$ cat src/pwm_tb_pkg.sv
// Functional notes
// - Counter runs only while timebase_enable (control bit 15) is set.
// - With stop-in-idle set the time base halts during processor Idle.
// - Postscale field divides period events by field value plus one.
// - Prescale field gives count clock of 1, 4, 16 or 64 cycles.
// - Mode 00 runs the time base free-running.
// - Mode 01 is single pulse: one period per start.
// - Mode 10 counts continuously up then down, center aligned.
// - Mode 11 up/down with events at both turning points.
// - Count register bit 15 is read-only direction, 1 when counting down.
// - Count register low fifteen bits hold the count, read and write.
// - Period register holds fifteen-bit period; top bit reads zero.
// - Six-output variant has three generators, each driving a pin pair.
// - Complementary pair drives low output as inverse of high output.
// - Two-output variant has one generator driving one pin pair.
// - Each pair selects independent or complementary by its own bit.
package pwm_tb_pkg;
  // ----------------------------------------------------------------------
  // Register map
  // ----------------------------------------------------------------------
  localparam logic [3:0] ADDR_CONTROL = 4'h0;
  localparam logic [3:0] ADDR_COUNT = 4'h1;
  localparam logic [3:0] ADDR_PERIOD = 4'h2;
  localparam logic [3:0] ADDR_PAIRMODE = 4'h3;
  localparam logic [3:0] ADDR_DUTY1 = 4'h4;
  localparam logic [3:0] ADDR_DUTY2 = 4'h5;
  localparam logic [3:0] ADDR_DUTY3 = 4'h6;
  localparam logic [3:0] ADDR_DUTY4 = 4'h7;
  localparam logic [3:0] ADDR_IRQ_STATUS = 4'h8;
  localparam logic [3:0] ADDR_IRQ_MASK = 4'h9;
  localparam int BIT_ENABLE = 15;
  localparam int BIT_STOP_IDLE = 13;
  localparam int BIT_DIR = 15;
  localparam int POST_LSB = 4;
  localparam int PRE_LSB = 2;
  localparam int MODE_LSB = 0;
  localparam logic [15:0] RESET_CONTROL = 16'h0000;
  localparam logic [14:0] RESET_COUNT = 15'h0000;
  localparam logic [14:0] RESET_PERIOD = 15'h0000;
  localparam logic [3:0] RESET_PAIRMODE = 4'h0;
  localparam logic [14:0] RESET_DUTY = 15'h0000;
  localparam logic [1:0] RESET_IRQ = 2'h0;
  localparam int NUM_PAIRS = 4;
  // Interrupt bits: period event, turning point at period (double update)
  localparam int IRQ_PERIOD = 0;
  localparam int IRQ_BOTTOM = 1;
  // Prescale divide ratios minus one
  localparam logic [5:0] PRE_DIV1 = 6'h00;
  localparam logic [5:0] PRE_DIV4 = 6'h03;
  localparam logic [5:0] PRE_DIV16 = 6'h0f;
  localparam logic [5:0] PRE_DIV64 = 6'h3f;

  typedef enum logic [1:0] {
    MODE_FREE = 2'h0,
    MODE_SINGLE = 2'h1,
    MODE_UPDOWN = 2'h2,
    MODE_UPDOWN_DBL = 2'h3
  } count_mode_t;

  typedef struct packed {
    logic [3:0] addr;
    logic [15:0] wdata;
    logic wr;
    logic rd;
  } reg_req_t;

  typedef struct packed {
    logic high;
    logic low;
  } pin_pair_t;
endpackage

$ cat src/motor_pwm_time_base.sv
`timescale 1ns/1ps
module motor_pwm_time_base (
  // Clock and reset
  input wire logic mclk,
  input wire logic reset,
  // Processor state
  input wire logic cpuIdle,
  // Register port
  input wire logic [3:0] regAddr,
  input wire logic [15:0] regWdata,
  input wire logic regWr,
  input wire logic regRd,
  output logic [15:0] regRdata,
  // Events
  output logic periodEvent,
  output logic irq,
  // Six-output pins
  output logic six_out_high_pair1,
  output logic six_out_low_pair1,
  output logic six_out_high_pair2,
  output logic six_out_low_pair2,
  output logic six_out_high_pair3,
  output logic six_out_low_pair3,
  // Two-output pins
  output logic two_out_high,
  output logic two_out_low
);
  // ----------------------------------------------------------------------
  // Registers
  // ----------------------------------------------------------------------
  logic timebase_enable;
  logic timebase_stop_in_idle;
  logic [3:0] output_postscale_sel;
  logic [1:0] input_prescale_sel;
  pwm_tb_pkg::count_mode_t count_mode_sel;
  logic count_direction_flag;
  logic [14:0] timebase_count_value;
  logic [14:0] timebase_period_value;
  logic [3:0] pair_independent_sel;
  logic [14:0] duty [pwm_tb_pkg::NUM_PAIRS];
  logic [1:0] irqStatus;
  logic [1:0] irqMask;
  logic [3:0] postCnt;
  pwm_tb_pkg::reg_req_t req;
  pwm_tb_pkg::pin_pair_t pins [pwm_tb_pkg::NUM_PAIRS];

  logic run;
  logic tick;
  logic atPeriod;
  logic atZero;
  logic upDown;
  logic wrap;
  logic bottomEvt;
  logic postOut;
  logic wrControl;
  logic wrCount;

  assign req = '{addr: regAddr, wdata: regWdata, wr: regWr, rd: regRd};
  assign wrControl = req.wr && (req.addr == pwm_tb_pkg::ADDR_CONTROL);
  assign wrCount = req.wr && (req.addr == pwm_tb_pkg::ADDR_COUNT);

  // ----------------------------------------------------------------------
  // Count clock
  // ----------------------------------------------------------------------
  assign run = timebase_enable
    && !(timebase_stop_in_idle && cpuIdle);

  pwm_prescaler u_pre (
    .mclk(mclk),
    .reset(reset),
    .run(run),
    .sel(input_prescale_sel),
    .tick(tick)
  );

  assign atPeriod = (timebase_count_value >= timebase_period_value);
  assign atZero = (timebase_count_value == 15'h0000);
  assign upDown = (count_mode_sel == pwm_tb_pkg::MODE_UPDOWN)
    || (count_mode_sel == pwm_tb_pkg::MODE_UPDOWN_DBL);
  // Period event: wrap in edge modes, bottom turn in up/down modes
  assign wrap = tick && atPeriod && !upDown;
  assign bottomEvt = tick && upDown && count_direction_flag
    && (timebase_count_value <= 15'h0001);

  // ----------------------------------------------------------------------
  // Control register
  // ----------------------------------------------------------------------
  always_ff @(posedge mclk or posedge reset) begin
    if (reset) begin
      timebase_enable <= pwm_tb_pkg::RESET_CONTROL[pwm_tb_pkg::BIT_ENABLE];
      timebase_stop_in_idle <= 1'b0;
      output_postscale_sel <= 4'h0;
      input_prescale_sel <= 2'h0;
      count_mode_sel <= pwm_tb_pkg::MODE_FREE;
    end else begin
      if (wrControl) begin
        timebase_enable <= req.wdata[pwm_tb_pkg::BIT_ENABLE];
        timebase_stop_in_idle <= req.wdata[pwm_tb_pkg::BIT_STOP_IDLE];
        output_postscale_sel <= req.wdata[pwm_tb_pkg::POST_LSB +: 4];
        input_prescale_sel <= req.wdata[pwm_tb_pkg::PRE_LSB +: 2];
        count_mode_sel <= pwm_tb_pkg::count_mode_t'(
          req.wdata[pwm_tb_pkg::MODE_LSB +: 2]);
      end else if (wrap && count_mode_sel == pwm_tb_pkg::MODE_SINGLE) begin
        timebase_enable <= 1'b0;
      end
    end
  end

  // ----------------------------------------------------------------------
  // Counter and direction
  // ----------------------------------------------------------------------
  always_ff @(posedge mclk or posedge reset) begin
    if (reset) begin
      timebase_count_value <= pwm_tb_pkg::RESET_COUNT;
    end else if (wrCount) begin
      timebase_count_value <= req.wdata[14:0];
    end else if (tick) begin
      if (!upDown) begin
        if (atPeriod) begin
          timebase_count_value <= 15'h0000;
        end else begin
          timebase_count_value <= timebase_count_value + 15'h0001;
        end
      end else if (count_direction_flag) begin
        if (!atZero) begin
          timebase_count_value <= timebase_count_value - 15'h0001;
        end
      end else if (!atPeriod) begin
        timebase_count_value <= timebase_count_value + 15'h0001;
      end else begin
        timebase_count_value <= timebase_count_value - 15'h0001;
      end
    end
  end

  always_ff @(posedge mclk or posedge reset) begin
    if (reset) begin
      count_direction_flag <= 1'b0;
    end else if (!upDown) begin
      count_direction_flag <= 1'b0;
    end else if (tick) begin
      if (!count_direction_flag && atPeriod) begin
        count_direction_flag <= 1'b1;
      end else if (count_direction_flag && bottomEvt) begin
        count_direction_flag <= 1'b0;
      end
    end
  end

  // ----------------------------------------------------------------------
  // Postscaler
  // ----------------------------------------------------------------------
  logic baseEvt;
  logic topEvt;

  assign topEvt = tick && upDown && !count_direction_flag && atPeriod;
  assign baseEvt = wrap || bottomEvt;
  assign postOut = baseEvt && (postCnt >= output_postscale_sel);

  always_ff @(posedge mclk or posedge reset) begin
    if (reset) begin
      postCnt <= 4'h0;
    end else if (wrControl) begin
      postCnt <= 4'h0;
    end else if (baseEvt) begin
      if (postCnt >= output_postscale_sel) begin
        postCnt <= 4'h0;
      end else begin
        postCnt <= postCnt + 4'h1;
      end
    end
  end

  always_ff @(posedge mclk or posedge reset) begin
    if (reset) begin
      periodEvent <= 1'b0;
    end else begin
      periodEvent <= postOut;
    end
  end

  // ----------------------------------------------------------------------
  // Period, pair mode and duty registers
  // ----------------------------------------------------------------------
  always_ff @(posedge mclk or posedge reset) begin
    if (reset) begin
      timebase_period_value <= pwm_tb_pkg::RESET_PERIOD;
      pair_independent_sel <= pwm_tb_pkg::RESET_PAIRMODE;
      for (int i = 0; i < pwm_tb_pkg::NUM_PAIRS; i++) begin
        duty[i] <= pwm_tb_pkg::RESET_DUTY;
      end
    end else if (req.wr) begin
      unique case (req.addr)
        pwm_tb_pkg::ADDR_PERIOD: timebase_period_value <= req.wdata[14:0];
        pwm_tb_pkg::ADDR_PAIRMODE: pair_independent_sel <= req.wdata[3:0];
        pwm_tb_pkg::ADDR_DUTY1: duty[0] <= req.wdata[14:0];
        pwm_tb_pkg::ADDR_DUTY2: duty[1] <= req.wdata[14:0];
        pwm_tb_pkg::ADDR_DUTY3: duty[2] <= req.wdata[14:0];
        pwm_tb_pkg::ADDR_DUTY4: duty[3] <= req.wdata[14:0];
        default: begin
        end
      endcase
    end
  end

  // ----------------------------------------------------------------------
  // Interrupts
  // ----------------------------------------------------------------------
  logic [1:0] irqSet;
  logic [1:0] irqClr;

  assign irqSet[pwm_tb_pkg::IRQ_PERIOD] = postOut;
  assign irqSet[pwm_tb_pkg::IRQ_BOTTOM] = topEvt
    && (count_mode_sel == pwm_tb_pkg::MODE_UPDOWN_DBL);
  assign irqClr = (req.wr && req.addr == pwm_tb_pkg::ADDR_IRQ_STATUS)
    ? req.wdata[1:0] : 2'h0;

  always_ff @(posedge mclk or posedge reset) begin
    if (reset) begin
      irqStatus <= pwm_tb_pkg::RESET_IRQ;
    end else begin
      irqStatus <= (irqStatus & ~irqClr) | irqSet;
    end
  end

  always_ff @(posedge mclk or posedge reset) begin
    if (reset) begin
      irqMask <= pwm_tb_pkg::RESET_IRQ;
    end else if (req.wr && req.addr == pwm_tb_pkg::ADDR_IRQ_MASK) begin
      irqMask <= req.wdata[1:0];
    end
  end

  assign irq = |(irqStatus & irqMask);

  // ----------------------------------------------------------------------
  // Read port
  // ----------------------------------------------------------------------
  always_ff @(posedge mclk or posedge reset) begin
    if (reset) begin
      regRdata <= 16'h0000;
    end else if (req.rd) begin
      unique case (req.addr)
        pwm_tb_pkg::ADDR_CONTROL: regRdata <= {timebase_enable, 1'b0,
          timebase_stop_in_idle, 5'h00, output_postscale_sel,
          input_prescale_sel, count_mode_sel};
        pwm_tb_pkg::ADDR_COUNT: regRdata <= {count_direction_flag,
          timebase_count_value};
        pwm_tb_pkg::ADDR_PERIOD: regRdata <= {1'b0,
          timebase_period_value};
        pwm_tb_pkg::ADDR_PAIRMODE: regRdata <= {12'h000,
          pair_independent_sel};
        pwm_tb_pkg::ADDR_DUTY1: regRdata <= {1'b0, duty[0]};
        pwm_tb_pkg::ADDR_DUTY2: regRdata <= {1'b0, duty[1]};
        pwm_tb_pkg::ADDR_DUTY3: regRdata <= {1'b0, duty[2]};
        pwm_tb_pkg::ADDR_DUTY4: regRdata <= {1'b0, duty[3]};
        pwm_tb_pkg::ADDR_IRQ_STATUS: regRdata <= {14'h0000, irqStatus};
        pwm_tb_pkg::ADDR_IRQ_MASK: regRdata <= {14'h0000, irqMask};
        default: regRdata <= 16'h0000;
      endcase
    end else begin
      regRdata <= 16'h0000;
    end
  end

  // ----------------------------------------------------------------------
  // Output pairs: three for the six-output group, one for the two-output
  // ----------------------------------------------------------------------
  for (genvar g = 0; g < pwm_tb_pkg::NUM_PAIRS; g++) begin : gPair
    pwm_pair_gen u_pair (
      .mclk(mclk),
      .reset(reset),
      .count(timebase_count_value),
      .duty(duty[g]),
      .independent(pair_independent_sel[g]),
      .pins(pins[g])
    );
  end

  assign six_out_high_pair1 = pins[0].high;
  assign six_out_low_pair1 = pins[0].low;
  assign six_out_high_pair2 = pins[1].high;
  assign six_out_low_pair2 = pins[1].low;
  assign six_out_high_pair3 = pins[2].high;
  assign six_out_low_pair3 = pins[2].low;
  assign two_out_high = pins[3].high;
  assign two_out_low = pins[3].low;
endmodule // motor_pwm_time_base

$ cat src/pwm_prescaler.sv
`timescale 1ns/1ps
module pwm_prescaler (
  // Clock and reset
  input wire logic mclk,
  input wire logic reset,
  // Control
  input wire logic run,
  input wire logic [1:0] sel,
  // Count clock enable
  output logic tick
);
  logic [5:0] cnt;
  logic [5:0] limit;

  always_comb begin
    unique case (sel)
      2'h0: limit = pwm_tb_pkg::PRE_DIV1;
      2'h1: limit = pwm_tb_pkg::PRE_DIV4;
      2'h2: limit = pwm_tb_pkg::PRE_DIV16;
      2'h3: limit = pwm_tb_pkg::PRE_DIV64;
    endcase
  end

  always_ff @(posedge mclk or posedge reset) begin
    if (reset) begin
      cnt <= 6'h00;
    end else if (!run) begin
      cnt <= 6'h00;
    end else if (cnt >= limit) begin
      cnt <= 6'h00;
    end else begin
      cnt <= cnt + 6'h01;
    end
  end

  assign tick = run && (cnt >= limit);
endmodule // pwm_prescaler

$ cat src/pwm_pair_gen.sv
`timescale 1ns/1ps
module pwm_pair_gen (
  // Clock and reset
  input wire logic mclk,
  input wire logic reset,
  // Time base
  input wire logic [14:0] count,
  input wire logic [14:0] duty,
  input wire logic independent,
  // Pins
  output pwm_tb_pkg::pin_pair_t pins
);
  logic active;

  assign active = (count < duty);

  always_ff @(posedge mclk or posedge reset) begin
    if (reset) begin
      pins <= '0;
    end else begin
      pins.high <= active;
      if (independent) begin
        pins.low <= active;
      end else begin
        pins.low <= !active;
      end
    end
  end
endmodule // pwm_pair_gen

$ cat config.mk
export PLATFORM = sky130hd
export DESIGN_NAME = motor_pwm_time_base
export DESIGN_NICKNAME = d
export VERILOG_FILES = /design/src/pwm_tb_pkg.sv /design/src/motor_pwm_time_base.sv /design/src/pwm_prescaler.sv /design/src/pwm_pair_gen.sv
export SDC_FILE = /design/constraint.sdc
export NUM_CORES = 1
export LEC_CHECK = 0
export BUFFER_PORTS_ARGS = -buffer_cell sky130_fd_sc_hd__buf_4
export CORE_ASPECT_RATIO = 1.4
export CORE_UTILIZATION = 60
export CTS_CLUSTER_DIAMETER = 200
export DETAILED_ROUTE_END_ITERATION = 10
export PLACE_DENSITY_LB_ADDON = 0.2
export SETUP_SLACK_MARGIN = 0.2
export SLEW_MARGIN = 20
export SYNTH_ARGS = -nofsm -noshare
export SYNTH_HDL_FRONTEND = slang
export SYNTH_HIERARCHICAL = 1
export SYNTH_SLANG_ARGS = --single-unit
export TNS_END_PERCENT = 50
$ cat constraint.sdc
create_clock -name mclk -period 5.33 [get_ports mclk]
set_clock_uncertainty 0.2 [all_clocks]
set_input_delay 0.533 -clock mclk [delete_from_list [all_inputs] [get_ports mclk]]
set_output_delay 0.533 -clock mclk [all_outputs]
set_load 0.02 [all_outputs]
==> out/results.txt <==
status: finished clean
XOR/XNOR Fraction of Synth Area: 1.35%
Area Overhead vs Synth: 12.2%
grt ovf: 0
Synthesis Warnings: 6
fillers: 1,187
pin count of the biggest net entering global routing: 85
via count: 7,507
multi-input logic area: 4960 µm²
mapped cell area: 9110 µm²
R2R setup slack: 2100 ps
top post-synthesis cells by area: dfrtp_1, ha_1, mux2_2
hold bufs inserted after CTS: 1
Lkg Pwr: 0.00472 µW
H-tree depth: 4
Worst-path clk slew: 60 ps
clock sinks: 144
synthesis-stage register bit count: 144
largest area contributor in the netlist: dfrtp_1
Critical Path AT: 3350 ps
Clk Latency, worst-skew pair: 430 ps
slew margin rel.: 23.4%
Period minus WS final: 3230 ps
Nets: 1,059
GRT met3 Usage: 6.17%
compound-cell area share of the yosys netlist: 16.9%
# diodes: 0
RSZ-0062 raised after global routing: false
crit-path max FO: 16
initial DRC count: 493
Final ANT Viol Nets: 0
number of flops mapped to enable cells by yosys: 0
top_reg_cell synth: dfrtp_1
Worst setup EP type: register
fmax: 310 MHz
sequential cell area: 3600 µm²
Slew Viols, Final: 0
met1 Usage GRT: 39.3%
final setup vio count: 0
Unique masters post-synth: 83
Tot Pwr: 4960 µW
number of port buffers: 50
Min-Delay Path Class: in2reg
IO Pins: 51
setup TNS: 0 ps
Syn Inst Count: 909
Rows: 52
largest family of logic cells by synthesized area: compound AO/OA/AOI/OAI gates
Worst EP required: 5450 ps
GRT busiest layer: met2
Tightest Pin Transition: 1150 ps
routability cong.: 0.905
Pre-Repair DR Iteration Count: 5
worst vdd ir: 0.000255 V
Initial Util: 62.2%
global-route wire length before repair: 41.1 mm
vias in the first global route: 7,707
GRT Total Usage: 35.2%
Core ar.: 14,600 µm²
initial antenna violation count: 0
Post-Syn Nets: 1,021
clk buf depth: 2
Mean Syn Cell Area: 10.0 µm²
die width: 106 µm
HPWL after DPL: 18.5 mm
CTS Buf Count: 17
CTS root buffer: clkbuf_16
Final Hold Viols: 0
final cell count without fillers: 1,149
multiplexer share of the synthesized area: 11.8%
post-synthesis sequential area ratio: 39.6%
crit path kind: reg2reg
CTS tree: built
PD cells: 485 nW/µm²
Final Cycle Share: 60.6%
Max Cap Viol: 0
placed insts: 1,116
die area: 15,700 µm²
per-cell routed wire length: 22.7 µm
share of cells above drive strength 1: 22.8%
drc violations: 0
simple-gate share of the synthesized area: 12.3%
met2 GRT Util: 60.1%
post-synthesis adder-cell area fraction: 12.0%
CP Launch Type: register
Post-CTS Setup Bufs: 0
share of Yosys cell area claimed by the top area cell type: 39.6%
WL final: 26.1 mm
die height: 148 µm
Post-synth ARST share: 100%
Via density: 6.53
post-CTS sizing: 0
==> critical path, stage by stage, from the launching register on <==
cell	delay, ps
dfrtp_1	750
ha_1	370
a21oi_1	130
o21ai_0	200
a2111oi_2	440
a21oi_1	230
a21oi_2	460
nor2_1	170
a21o_1	180
==> registers in the layout (all words and copies together) (netlist names) <==
name,count
count_direction_flag,1
count_mode_sel,2
duty,60
gPair.u_pair/pins,8
input_prescale_sel,2
irqMask,2
irqStatus,2
output_postscale_sel,4
pair_independent_sel,4
periodEvent,1
postCnt,4
regRdata,16
timebase_count_value,15
timebase_enable,1
timebase_period_value,15
timebase_stop_in_idle,1
u_pre/cnt,6
==> power breakdown <==
group          total (µW)  leakage [µW]  switching [µW]  internal, µW
Clock                1220      0.000289             514           704
Combinational        1920       0.00264            1060           859
Sequential           1820       0.00179             461          1360
Total                4960       0.00472            2040          2920
==> routing by layer <==
metal / routed length, µm / part of all wire (%) / vias up
met5: 0 / 0 / -
met4: 1980 / 7.6 / 0
met3: 1480 / 5.7 / 125
met2: 13100 / 50 / 341
met1: 9510 / 36 / 3675
li1: - / - / 3366
==> cell usage in the layout, fill, tap and decap left out, types with 7 or more instances in the layout <==
| cell | count |
|---|---|
| clkbuf_16 | 17 |
| nor3_1 | 14 |
| ha_1 | 87 |
| nand3_1 | 18 |
| buf_4 | 59 |
| inv_6 | 7 |
| a31oi_1 | 21 |
| o21ai_0 | 24 |
| mux2_2 | 93 |
| and3_1 | 7 |
| inv_1 | 94 |
| nand4_1 | 14 |
| o21ai_1 | 10 |
| nor2_1 | 41 |
| nand2_1 | 62 |
| dfrtp_1 | 144 |
| xnor2_1 | 11 |
| a22oi_1 | 37 |
| nand2b_1 | 7 |
| a21oi_1 | 64 |
| a21o_1 | 7 |
==> worst paths after layout <==
path | from | end | depth (start not counted)
setup reg to reg | timebase_count_value[10] | irqStatus[0] | 8
setup / recovery | timebase_count_value[10] | irqStatus[0] | 8
min in group asynchronous | reset | gPair[3].u_pair/pins[1] | 3
hold / removal | regWdata[15] | timebase_enable | 3
max in group asynchronous | reset | duty[21] | 4
hold reg to reg | u_pre/cnt[0] | u_pre/cnt[0] | 1
==> cells by family (layout without fill, tap and decap cells) <==
logic type               Yosys count  after routing
AO/OA/AOI/OAI                    227            227
XOR/XNOR                          14             14
adder cells (fa/ha/maj)           87             87
buffers and inverters            136            187
flip-flops                       144            144
multiplexers                      96             96
AND/OR/NAND/NOR                  205            205
==> cell usage after synthesis (3+ instances only) <==
cell,count
dfrtp_1,144
inv_1,95
mux2_2,93
ha_1,87
a21oi_1,64
nand2_1,62
nor2_1,41
a22oi_1,37
clkbuf_1,26
o21ai_0,24
a31oi_1,21
nand3_1,18
nor3_1,16
nand4_1,14
xnor2_1,11
o21ai_1,10
a21o_1,7
and3_1,7
nand2b_1,7
a222oi_1,6
nor2b_1,6
nor4_1,6
a22o_1,5
buf_2,5
o31a_1,5
buf_6,4
nor2b_4,4
o21ai_2,4
buf_4,3
mux2i_1,3
nor3b_1,3
o21a_1,3
o22ai_1,3
xor2_1,3
==> per-stage QoR <==
stage / instance area, µm² / hold WS [ps] / worst slack (ps) / util [%]
2_1_floorplan: 9110 / 74.2 / 1130 / -
3_3_place_gp: 9610 / 243 / 1910 / 65.6
3_5_place_dp: 9610 / 248 / 1870 / 65.6
4_1_cts: 10200 / 135 / 1840 / 69.8
5_1_grt: 10200 / 148 / 1860 / 69.8
6_report: 10200 / 138 / 2100 / 69.8
==> final cells by class <==
cell class | count | share of cell area, %
multi-input cells | 629 | 48.6
clock inverters | 15 | 1.69
flip-flops and latches | 144 | 35.3
clock buffers | 17 | 4.16
inverters | 95 | 3.54
repair buffers | 60 | 4.43
well taps | 189 | 2.31
(Power assumes the default switching activity.)
